[src/remote_gate_pkg.sv]
// constants shared by the remote command input gate
package remote_gate_pkg;

  // clock and input filter timing
  localparam int CLK_HZ         = 20_000_000;
  localparam int HZ_PER_MHZ     = 1_000_000;
  localparam int FILTER_TIME_US = 1000;
  localparam int FILTER_CYCLES  = FILTER_TIME_US * (CLK_HZ / HZ_PER_MHZ);
  localparam int FILTER_CNT_W   = 16;

  // positions on the general input port
  localparam int GIN_RUN     = 0;
  localparam int GIN_SEL_W1  = 1;
  localparam int GIN_SEL_W2  = 2;
  localparam int GIN_SEL_W4  = 3;
  localparam int GIN_HALT    = 4;
  localparam int GIN_HOLD    = 5;
  localparam int GIN_RESUME  = 6;
  localparam int GIN_FCLR    = 7;
  localparam int GIN_W       = 8;

  // positions on the general output port
  localparam int GOUT_READY   = 0;
  localparam int GOUT_RUNNING = 1;
  localparam int GOUT_PAUSED  = 2;
  localparam int GOUT_ERROR   = 3;
  localparam int GOUT_EHALT   = 4;
  localparam int GOUT_GUARD   = 5;
  localparam int GOUT_CRIT    = 6;
  localparam int GOUT_WARN    = 7;
  localparam int GOUT_W       = 8;

  // filtered level vector: general inputs first, then the extra inputs
  localparam int LV_MON    = 8;
  localparam int LV_MOFF   = 9;
  localparam int LV_PARK   = 10;
  localparam int LV_LOWPWR = 11;
  localparam int NUM_LV    = 12;

  // command slots
  localparam int CMD_RUN    = 0;
  localparam int CMD_HALT   = 1;
  localparam int CMD_HOLD   = 2;
  localparam int CMD_RESUME = 3;
  localparam int CMD_FCLR   = 4;
  localparam int CMD_MON    = 5;
  localparam int CMD_MOFF   = 6;
  localparam int CMD_PARK   = 7;
  localparam int CMD_LOWPWR = 8;
  localparam int NUM_CMD    = 9;
  localparam int FN_W       = 3;

  // register port
  localparam int                ADDR_W     = 4;
  localparam int                DATA_W     = 32;
  localparam logic [ADDR_W-1:0] REG_CTRL   = 4'h0;
  localparam logic [ADDR_W-1:0] REG_STATUS = 4'h4;
  localparam logic [ADDR_W-1:0] REG_LAST   = 4'h8;
  localparam int                CTRL_REMOTE_SEL = 0;
  localparam logic [DATA_W-1:0] CTRL_RESET      = 32'h0000_0000;
  localparam int                STAT_GOUT_LSB   = 0;
  localparam int                STAT_REMOTE     = 8;
  localparam int                STAT_MOTORS     = 9;
  localparam int                STAT_LOWPWR     = 10;
  localparam int                LAST_CMD_LSB    = 0;
  localparam int                LAST_FN_LSB     = 16;

endpackage : remote_gate_pkg

[src/edge_detect.sv]
// rising and falling edge pulses of one filtered level
`timescale 1ns/1ps
module edge_detect (
  input  wire logic clk_i,
  input  wire logic rst_n_i,
  input  wire logic level_i,
  output logic      rise_o,
  output logic      fall_o
);

  logic prev_q;

  always_ff @(posedge clk_i or negedge rst_n_i) begin
    if (!rst_n_i) begin
      prev_q <= 1'b0;
    end else begin
      prev_q <= level_i;
    end
  end

  assign rise_o = level_i & ~prev_q;
  assign fall_o = ~level_i & prev_q;

endmodule : edge_detect

[src/input_filter.sv]
// synchroniser and stable-level filter for one command input
`timescale 1ns/1ps
module input_filter #(
  parameter int CYC   = 2,
  parameter int CNT_W = 16
) (
  input  wire logic clk_i,
  input  wire logic rst_n_i,
  input  wire logic in_i,
  output logic      level_o
);

  localparam logic [CNT_W-1:0] LIMIT = CNT_W'(CYC - 1);
  localparam logic [CNT_W-1:0] ONE   = CNT_W'(1);

  logic             meta_q;
  logic             sync_q;
  logic             level_q;
  logic [CNT_W-1:0] cnt_q;
  wire              differs = sync_q != level_q;
  wire              settled = cnt_q == LIMIT;

  always_ff @(posedge clk_i or negedge rst_n_i) begin
    if (!rst_n_i) begin
      meta_q <= 1'b0;
      sync_q <= 1'b0;
    end else begin
      meta_q <= in_i;
      sync_q <= meta_q;
    end
  end

  // new level only after it stood unchanged for CYC cycles
  always_ff @(posedge clk_i or negedge rst_n_i) begin
    if (!rst_n_i) begin
      level_q <= 1'b0;
      cnt_q   <= '0;
    end else if (!differs) begin
      cnt_q <= '0;
    end else if (settled) begin
      level_q <= sync_q;
      cnt_q   <= '0;
    end else begin
      cnt_q <= cnt_q + ONE;
    end
  end

  assign level_o = level_q;
endmodule : input_filter

[src/remote_command_input_gate.sv]
// remote command input gate: filters, acceptance checks, action pulses
//
// Design decisions made here: the strobed register port and the placing of the registers.
`timescale 1ns/1ps
module remote_command_input_gate
  import remote_gate_pkg::*;
#(
  parameter int FILTER_CYCLES_P = FILTER_CYCLES
) (
  input  wire logic              CLK_I,
  input  wire logic              RST_N_I,
  input  wire logic [ADDR_W-1:0] ADDR_I,
  input  wire logic [DATA_W-1:0] WDATA_I,
  input  wire logic              WR_I,
  input  wire logic              RD_I,
  output logic      [DATA_W-1:0] RDATA_O,
  input  wire logic [GIN_W-1:0]  GENERAL_IN_I,
  input  wire logic              MOTOR_ENERGIZE_REQUEST_I,
  input  wire logic              MOTOR_DEENERGIZE_REQUEST_I,
  input  wire logic              PARK_REQUEST_I,
  input  wire logic              FORCED_REDUCED_POWER_INPUT_I,
  input  wire logic              STARTUP_DONE_I,
  input  wire logic              TASK_ACTIVE_I,
  input  wire logic              TASK_PAUSED_I,
  input  wire logic              ERROR_EVENT_I,
  input  wire logic              EMERGENCY_HALT_EVENT_I,
  input  wire logic              GUARD_OPEN_I,
  input  wire logic              CRITICAL_ERROR_I,
  input  wire logic              WARNING_I,
  input  wire logic              MOTORS_ENERGIZED_I,
  input  wire logic              REMOTE_MODE_I,
  output logic      [GOUT_W-1:0] GENERAL_OUT_O,
  output logic                   REMOTE_ACCEPTANCE_STATUS_O,
  output logic                   MOTORS_ENERGIZED_STATUS_O,
  output logic      [FN_W-1:0]   MAIN_FUNCTION_O,
  output logic                   RUN_LAUNCH_O,
  output logic                   HALT_ALL_O,
  output logic                   HOLD_TASKS_O,
  output logic                   RESUME_TASKS_O,
  output logic                   FAULT_CLEAR_O,
  output logic                   GENERAL_OUT_CLEAR_O,
  output logic                   PARAM_INIT_O,
  output logic                   MOTOR_ON_O,
  output logic                   MOTOR_OFF_O,
  output logic                   PARK_MOVE_O,
  output logic                   LOW_POWER_O
);

  // raw level vector in filter order
  logic [NUM_LV-1:0]  raw_w;
  logic [NUM_LV-1:0]  lv;
  logic [NUM_CMD-1:0] cmd_lv;
  logic [NUM_CMD-1:0] rise;
  logic [NUM_CMD-1:0] fall;
  logic [NUM_CMD-1:0] acc;
  logic [NUM_CMD-1:0] take;

  // status flops
  logic              ready_q;
  logic              running_q;
  logic              paused_q;
  logic              error_q;
  logic              estop_q;
  logic              guard_q;
  logic              crit_q;
  logic              warn_q;
  logic              motors_q;
  logic              remote_q;
  logic [DATA_W-1:0] ctrl_q;

  // action flops
  logic               run_q;
  logic               halt_q;
  logic               hold_q;
  logic               resume_q;
  logic               fclr_q;
  logic               gclr_q;
  logic               pinit_q;
  logic               mon_q;
  logic               moff_q;
  logic               park_q;
  logic               lowpwr_q;
  logic [FN_W-1:0]    fn_q;
  logic [NUM_CMD-1:0] last_q;
  logic [DATA_W-1:0]  rdata_q;

  // default mapping of general inputs plus the extra inputs
  assign raw_w = {FORCED_REDUCED_POWER_INPUT_I, PARK_REQUEST_I,
                  MOTOR_DEENERGIZE_REQUEST_I, MOTOR_ENERGIZE_REQUEST_I,
                  GENERAL_IN_I};

  genvar gi;
  generate
    for (gi = 0; gi < NUM_LV; gi++) begin : g_filt
      input_filter #(
        .CYC   (FILTER_CYCLES_P),
        .CNT_W (FILTER_CNT_W)
      ) u_filt (
        .clk_i   (CLK_I),
        .rst_n_i (RST_N_I),
        .in_i    (raw_w[gi]),
        .level_o (lv[gi])
      );
    end
  endgenerate

  // command levels; select bits take no slot
  assign cmd_lv[CMD_RUN]    = lv[GIN_RUN];
  assign cmd_lv[CMD_HALT]   = lv[GIN_HALT];
  assign cmd_lv[CMD_HOLD]   = lv[GIN_HOLD];
  assign cmd_lv[CMD_RESUME] = lv[GIN_RESUME];
  assign cmd_lv[CMD_FCLR]   = lv[GIN_FCLR];
  assign cmd_lv[CMD_MON]    = lv[LV_MON];
  assign cmd_lv[CMD_MOFF]   = lv[LV_MOFF];
  assign cmd_lv[CMD_PARK]   = lv[LV_PARK];
  assign cmd_lv[CMD_LOWPWR] = lv[LV_LOWPWR];

  generate
    for (gi = 0; gi < NUM_CMD; gi++) begin : g_edge
      edge_detect u_edge (
        .clk_i   (CLK_I),
        .rst_n_i (RST_N_I),
        .level_i (cmd_lv[gi]),
        .rise_o  (rise[gi]),
        .fall_o  (fall[gi])
      );
    end
  endgenerate

  // acceptance conditions
  wire hold_in   = lv[GIN_HOLD];
  wire halt_in   = lv[GIN_HALT];
  wire base_ok   = remote_q & ~error_q;
  wire no_fault  = ~estop_q & ~guard_q;
  wire not_held  = ~hold_in & ~halt_in;
  wire [FN_W-1:0] sel_w = {lv[GIN_SEL_W4], lv[GIN_SEL_W2], lv[GIN_SEL_W1]};

  assign acc[CMD_RUN]    = base_ok & ready_q & no_fault & not_held;
  assign acc[CMD_HALT]   = base_ok;
  assign acc[CMD_HOLD]   = base_ok & running_q;
  assign acc[CMD_RESUME] = base_ok & paused_q & not_held;
  assign acc[CMD_FCLR]   = remote_q & ready_q;
  assign acc[CMD_MON]    = base_ok & ready_q & no_fault & ~lv[LV_MOFF];
  assign acc[CMD_MOFF]   = base_ok & ready_q;
  assign acc[CMD_PARK]   = base_ok & ready_q & no_fault & motors_q & not_held;
  assign acc[CMD_LOWPWR] = 1'b1;

  // two or more command edges other than low power at once raise an error and fire nothing but a low power edge
  localparam logic [NUM_CMD-1:0] PWR_MASK = NUM_CMD'(1) << CMD_LOWPWR;
  localparam logic [NUM_CMD-1:0] ONE_CMD  = NUM_CMD'(1);
  wire [NUM_CMD-1:0] rise_cmd = rise & ~PWR_MASK;
  wire               multi    = |(rise_cmd & (rise_cmd - ONE_CMD));
  wire [NUM_CMD-1:0] pass_w   = multi ? PWR_MASK : {NUM_CMD{1'b1}};

  // one shot per edge; a refused edge is simply lost
  assign take = rise & acc & pass_w;

  wire err_set  = ERROR_EVENT_I | multi;
  wire err_d    = err_set | (error_q & ~take[CMD_FCLR]);
  wire estop_d  = EMERGENCY_HALT_EVENT_I | (estop_q & ~take[CMD_FCLR]);
  wire ready_d  = STARTUP_DONE_I & ~TASK_ACTIVE_I;
  wire remote_d = ctrl_q[CTRL_REMOTE_SEL] & REMOTE_MODE_I;
  wire halt_d   = take[CMD_HALT] | take[CMD_LOWPWR] | fall[CMD_LOWPWR];

  always_ff @(posedge CLK_I or negedge RST_N_I) begin
    if (!RST_N_I) begin
      ready_q   <= 1'b0;
      running_q <= 1'b0;
      paused_q  <= 1'b0;
      guard_q   <= 1'b0;
      crit_q    <= 1'b0;
      warn_q    <= 1'b0;
      motors_q  <= 1'b0;
      remote_q  <= 1'b0;
    end else begin
      ready_q   <= ready_d;
      running_q <= TASK_ACTIVE_I & ~TASK_PAUSED_I;
      paused_q  <= TASK_PAUSED_I;
      guard_q   <= GUARD_OPEN_I;
      crit_q    <= CRITICAL_ERROR_I;
      warn_q    <= WARNING_I;
      motors_q  <= MOTORS_ENERGIZED_I;
      remote_q  <= remote_d;
    end
  end

  // sticky fault states, set wins over clear
  always_ff @(posedge CLK_I or negedge RST_N_I) begin
    if (!RST_N_I) begin
      error_q <= 1'b0;
      estop_q <= 1'b0;
    end else begin
      error_q <= err_d;
      estop_q <= estop_d;
    end
  end

  always_ff @(posedge CLK_I or negedge RST_N_I) begin
    if (!RST_N_I) begin
      run_q    <= 1'b0;
      halt_q   <= 1'b0;
      hold_q   <= 1'b0;
      resume_q <= 1'b0;
      fclr_q   <= 1'b0;
      gclr_q   <= 1'b0;
      pinit_q  <= 1'b0;
      mon_q    <= 1'b0;
      moff_q   <= 1'b0;
      park_q   <= 1'b0;
      lowpwr_q <= 1'b0;
    end else begin
      run_q    <= take[CMD_RUN];
      halt_q   <= halt_d;
      hold_q   <= take[CMD_HOLD];
      resume_q <= take[CMD_RESUME];
      fclr_q   <= take[CMD_FCLR];
      gclr_q   <= take[CMD_FCLR];
      pinit_q  <= take[CMD_FCLR] | take[CMD_MON];
      mon_q    <= take[CMD_MON];
      moff_q   <= take[CMD_MOFF];
      park_q   <= take[CMD_PARK];
      lowpwr_q <= lv[LV_LOWPWR];
    end
  end

  // current or last main function, last accepted command
  always_ff @(posedge CLK_I or negedge RST_N_I) begin
    if (!RST_N_I) begin
      fn_q   <= '0;
      last_q <= '0;
    end else begin
      if (take[CMD_RUN]) begin
        fn_q <= sel_w;
      end
      if (|take) begin
        last_q <= take;
      end
    end
  end

  // register port
  wire wr_ctrl = WR_I && (ADDR_I == REG_CTRL);
  wire [GOUT_W-1:0] gout_w;
  wire [DATA_W-1:0] status_w;
  wire [DATA_W-1:0] last_w;
  wire [DATA_W-1:0] rd_mux;

  assign gout_w[GOUT_READY]   = ready_q;
  assign gout_w[GOUT_RUNNING] = running_q;
  assign gout_w[GOUT_PAUSED]  = paused_q;
  assign gout_w[GOUT_ERROR]   = error_q;
  assign gout_w[GOUT_EHALT]   = estop_q;
  assign gout_w[GOUT_GUARD]   = guard_q;
  assign gout_w[GOUT_CRIT]    = crit_q;
  assign gout_w[GOUT_WARN]    = warn_q;

  assign status_w = (DATA_W'(gout_w) << STAT_GOUT_LSB)
                  | (DATA_W'(remote_q) << STAT_REMOTE)
                  | (DATA_W'(motors_q) << STAT_MOTORS)
                  | (DATA_W'(lowpwr_q) << STAT_LOWPWR);
  assign last_w   = (DATA_W'(last_q) << LAST_CMD_LSB) | (DATA_W'(fn_q) << LAST_FN_LSB);
  assign rd_mux   = (ADDR_I == REG_CTRL)   ? ctrl_q   :
                    (ADDR_I == REG_STATUS) ? status_w :
                    (ADDR_I == REG_LAST)   ? last_w   : '0;

  always_ff @(posedge CLK_I or negedge RST_N_I) begin
    if (!RST_N_I) begin
      ctrl_q  <= CTRL_RESET;
      rdata_q <= '0;
    end else begin
      if (wr_ctrl) begin
        ctrl_q <= WDATA_I & (DATA_W'(1) << CTRL_REMOTE_SEL);
      end
      rdata_q <= RD_I ? rd_mux : '0;
    end
  end

  assign RDATA_O                    = rdata_q;
  assign GENERAL_OUT_O              = gout_w;
  assign REMOTE_ACCEPTANCE_STATUS_O = remote_q;
  assign MOTORS_ENERGIZED_STATUS_O  = motors_q;
  assign MAIN_FUNCTION_O            = fn_q;
  assign RUN_LAUNCH_O               = run_q;
  assign HALT_ALL_O                 = halt_q;
  assign HOLD_TASKS_O               = hold_q;
  assign RESUME_TASKS_O             = resume_q;
  assign FAULT_CLEAR_O              = fclr_q;
  assign GENERAL_OUT_CLEAR_O        = gclr_q;
  assign PARAM_INIT_O               = pinit_q;
  assign MOTOR_ON_O                 = mon_q;
  assign MOTOR_OFF_O                = moff_q;
  assign PARK_MOVE_O                = park_q;
  assign LOW_POWER_O                = lowpwr_q;

  wire any_cmd_q = run_q | hold_q | resume_q | mon_q | moff_q | park_q;
endmodule : remote_command_input_gate

[config.mk]
export PLATFORM = sky130hd
export DESIGN_NAME = remote_command_input_gate
export DESIGN_NICKNAME = d
export VERILOG_FILES = /design/src/remote_gate_pkg.sv /design/src/edge_detect.sv /design/src/input_filter.sv /design/src/remote_command_input_gate.sv
export SDC_FILE = /design/constraint.sdc
export NUM_CORES = 1
export LEC_CHECK = 0
export BUFFER_PORTS_ARGS = -buffer_cell sky130_fd_sc_hd__buf_2
export CAP_MARGIN = 20
export CORE_UTILIZATION = 55
export CTS_BUF_LIST = sky130_fd_sc_hd__clkbuf_4
export DETAILED_ROUTE_END_ITERATION = 8
export GPL_ROUTABILITY_DRIVEN = 0
export HOLD_SLACK_MARGIN = 0.06
export PLACE_DENSITY = 0.78
export SLEW_MARGIN = 25
export SYNTH_ARGS = -nofsm -noshare
export SYNTH_HDL_FRONTEND = slang
export SYNTH_SLANG_ARGS = --single-unit
[constraint.sdc]
create_clock -name CLK_I -period 1.8 [get_ports CLK_I]
set_input_delay 0.27 -clock CLK_I [delete_from_list [all_inputs] [get_ports CLK_I]]
set_output_delay 0.27 -clock CLK_I [all_outputs]
set_load 0.01 [all_outputs]
==> impl_metrics.ini <==
[status]
status = complete, but fails checks
violations = negative setup slack

[timing]
setup_slack_ps = -170
hold_violations = 0
fmax_ghz = 0.508
maxSlewViolCount = 0
clock_skew_ps = 27.0
grt_setup_unrepaired = true
holdWs_ps = 250
fin_crit_ps = 1970
post-route-period-util_pct = 109
timing.setup.tns_ps = -1130
setup_viol = 12

[yosys]
postSynthAreaPerCell_um2 = 10.7
ys.flop_type = dfrtp_1
netlist_top_cells_area = dfrtp_1 (58%), xor2_1 (8.8%), nor2_1 (7.5%)
ys_ff_latch = 283
yosysWarnings = 0
synth_cells = 1147
synth_seq_area_share_pct = 57.7
synth_cell_types = 48
synth-edff-count = 0
yosysTopAreaCellShare_pct = 57.7
async_flop_share_pct = 100
yosysTopAreaCell = dfrtp_1
synth_common_cells = dfrtp_1 (283), nor2_1 (244), xor2_1 (124)
synth_most_common_cell = dfrtp_1
synth_area_mm2 = 0.0123

[critical_path]
reg2reg_setup_slack_ps = -170
required_ps = 2330
start_kind = flop
cp.arrival_ps = 2500
critPathBufInv = 1
reg2reg_depth = 7
crit_path_max_incr_delay_ps = 460
cpMaxStageDelayCell = dfrtp_2
crit_family = simple AND/OR/NAND/NOR gates
end_kind = flop
crit_chain = nand2b_4 -> o2111ai_4 -> a221oi_4 -> nand3_2 -> nor3b_4 -> buf_6 -> mux2_4
reg2reg_to = MAIN_FUNCTION_O[1]
crit_fanout = 5
r2r_start = g_filt[5].u_filt.level_o
path_class = reg2reg

[pwr]
p_leak_nw = 7.02
comb_power_share_pct = 4.6
irDropWorstVdd_mv = 0.483
p_seq_share_pct = 52.7
pwr-share-clk_pct = 42.7
p_int_w = 0.00960
p_sw_w = 0.00286
p_sw_share_pct = 23.0
p_per_area_mw_per_mm2 = 849

[cts]
htree_num_levels = 3
clk-insertion-delay-late_ps = 660
cts_tree = yes
clk_pin_slew_ps = 60
clockBufferDepth = 3
root_buffer = clkbuf_4
cts_sinks = 283
numCtsBuffers = 74

[place]
io_buffer_count = 68
hpwl_um = 16300
dp_cells = 1530

[layout]
finalNonFillerCells = 1689
area_delta_synth_final_pct = 19.7
nets = 1438
drive_gt1_share_pct = 20.5
final_util_pct = 67.3

[route]
routedWlPerCell_um = 14.5
vias = 8715
via_per_inst = 5.16
wl_um = 24400
antenna_left = 0
drt_first_iter_violations = 400
drt-pass1-iter-count = 4
drc = 0

[floorplanning]
start_util_pct = 56.3
row_count = 54
core-area_mm2 = 0.0218
die_w_um = 151
dieArea_mm2 = 0.0229
ios = 118
die_h_um = 151

[job]
max_cap_violations = 0

[global_routing]
antenna_found_initial = 1
grt_pass1_vias = 8677
grt_pass1_wl_um = 39600
grt_max_degree = 50
overflow = 0
grt_util_all_layers_pct = 22.0

[hold_path]
min_from = PARK_REQUEST_I
hp-class = in2reg
hold_depth = 2
whs_endpoint = g_filt[10].u_filt.meta_q
==> cells by family (layout without fill, tap and decap cells) <==
group	count (synthesis)	after routing	synth area share [%]
buffers and inverters	64	308	2.81
AOI/OAI and AO/OA	36	36	2.25
adders and majority gates	13	13	1.30
xor gates and xnor gates	181	181	12.9
and+or+nand+nor	553	553	21.5
DFF	283	283	57.7
muxes	16	16	1.56
other	1	19	0.0305
==> timing repair <==
item	4_1_cts	5_1_grt
setup endpoints to repair	15	21
hold buffers	30	3
hold endpoints to repair	312	1
setup buffers	4	2
resized for setup	4	26
pin swaps	4	10
==> layer usage <==
metal	track usage, %	vias to the layer above	part of all wire, %
met5	0	-	0
met4	10.3	0	3.0
met3	5.90	52	5.2
met2	34.9	196	48
met1	28.1	4210	44
li1	-	4257	-
==> layout by cell type, fill, tap and decap left out, types with 2 or more instances in the layout <==
| cell type | Yosys | final |
|---|---|---|
| dfrtp_1 | 283 | 281 |
| nor2_1 | 244 | 242 |
| xor2_1 | 124 | 124 |
| clkbuf_4 | 0 | 110 |
| nand3_1 | 79 | 79 |
| nand2_1 | 71 | 70 |
| buf_2 | 0 | 67 |
| xnor2_1 | 57 | 57 |
| buf_4 | 28 | 56 |
| and3_1 | 39 | 39 |
| nand4_1 | 35 | 35 |
| dlygate4sd3_1 | 0 | 32 |
| inv_1 | 23 | 23 |
| nand2b_1 | 20 | 18 |
| conb_1 | 1 | 18 |
| mux2_2 | 13 | 13 |
| nor4b_1 | 13 | 12 |
| nor3_1 | 12 | 12 |
| nor4_1 | 12 | 12 |
| ha_1 | 12 | 12 |
| and2_1 | 9 | 9 |
| clkinv_1 | 0 | 9 |
| a22oi_1 | 8 | 8 |
| buf_12 | 0 | 5 |
| nor2b_1 | 7 | 4 |
| o21ai_0 | 6 | 4 |
| a21o_1 | 4 | 4 |
| buf_6 | 0 | 4 |
| nand2b_4 | 0 | 3 |
| mux2_4 | 3 | 3 |
| o2bb2ai_2 | 0 | 3 |
| nor2b_2 | 0 | 2 |
| o22ai_1 | 2 | 2 |
| o211ai_1 | 2 | 2 |
| a22o_1 | 3 | 2 |
| dfrtp_2 | 0 | 2 |
==> per-stage QoR <==
stage	worst slack, ps	cell area [µm²]	power (W)
2_1_floorplan	-30.9	12400	0.00692
3_3_place_gp	-119	13300	0.00719
3_5_place_dp	-163	13300	0.00721
4_1_cts	-111	14500	0.0127
5_1_grt	-245	14700	0.0131
6_report	-170	14700	0.0125
==> cell type report <==
cell class	instances	area, µm²
diodes	1	2.50
clock buffers	110	826
clock inverters	10	63.8
fillers	1623	7130
inverters	23	86.3
multi-input cells	817	5040
flip-flops and latches	283	7080
well taps	280	350
repair buffers	165	1240
==> flip-flops by register name (all words and copies together), names as in the netlist, 3 cells and up <==
signal / cells
g_filt.u_filt.sync_q: 12
g_filt.u_filt.meta_q: 12
MAIN_FUNCTION_O: 3
g_filt.u_filt.level_o: 12
g_edge.u_edge.prev_q: 9
g_filt.u_filt.cnt_q: 192
RDATA_O: 14
last_q: 9
==> power by group through the flow <==
stage / clock [W] / combinational (W) / sequential (W)
floorplan: 0 / 0.000254 / 0.00666
global placement: 0 / 0.000515 / 0.00668
detailed placement: 0 / 0.000526 / 0.00668
CTS: 0.00552 / 0.000584 / 0.00657
global route: 0.00582 / 0.000657 / 0.00658
finish: 0.00532 / 0.000578 / 0.00657
==> worst max-delay path by stage <==
stage	startpoint	to	slack, ps	depth (start not counted)
floorplan	g_filt[5].u_filt.level_o	MAIN_FUNCTION_O[0]	-30	6
global placement	g_filt[5].u_filt.level_o	last_q[0]	-120	7
detailed placement	g_filt[5].u_filt.level_o	last_q[4]	-160	7
CTS	g_filt[4].u_filt.level_o	MAIN_FUNCTION_O[0]	-110	7
global route	g_filt[5].u_filt.level_o	MAIN_FUNCTION_O[0]	-240	7
finish	g_filt[5].u_filt.level_o	MAIN_FUNCTION_O[1]	-170	7
Power figures use the tool's default switching activity.
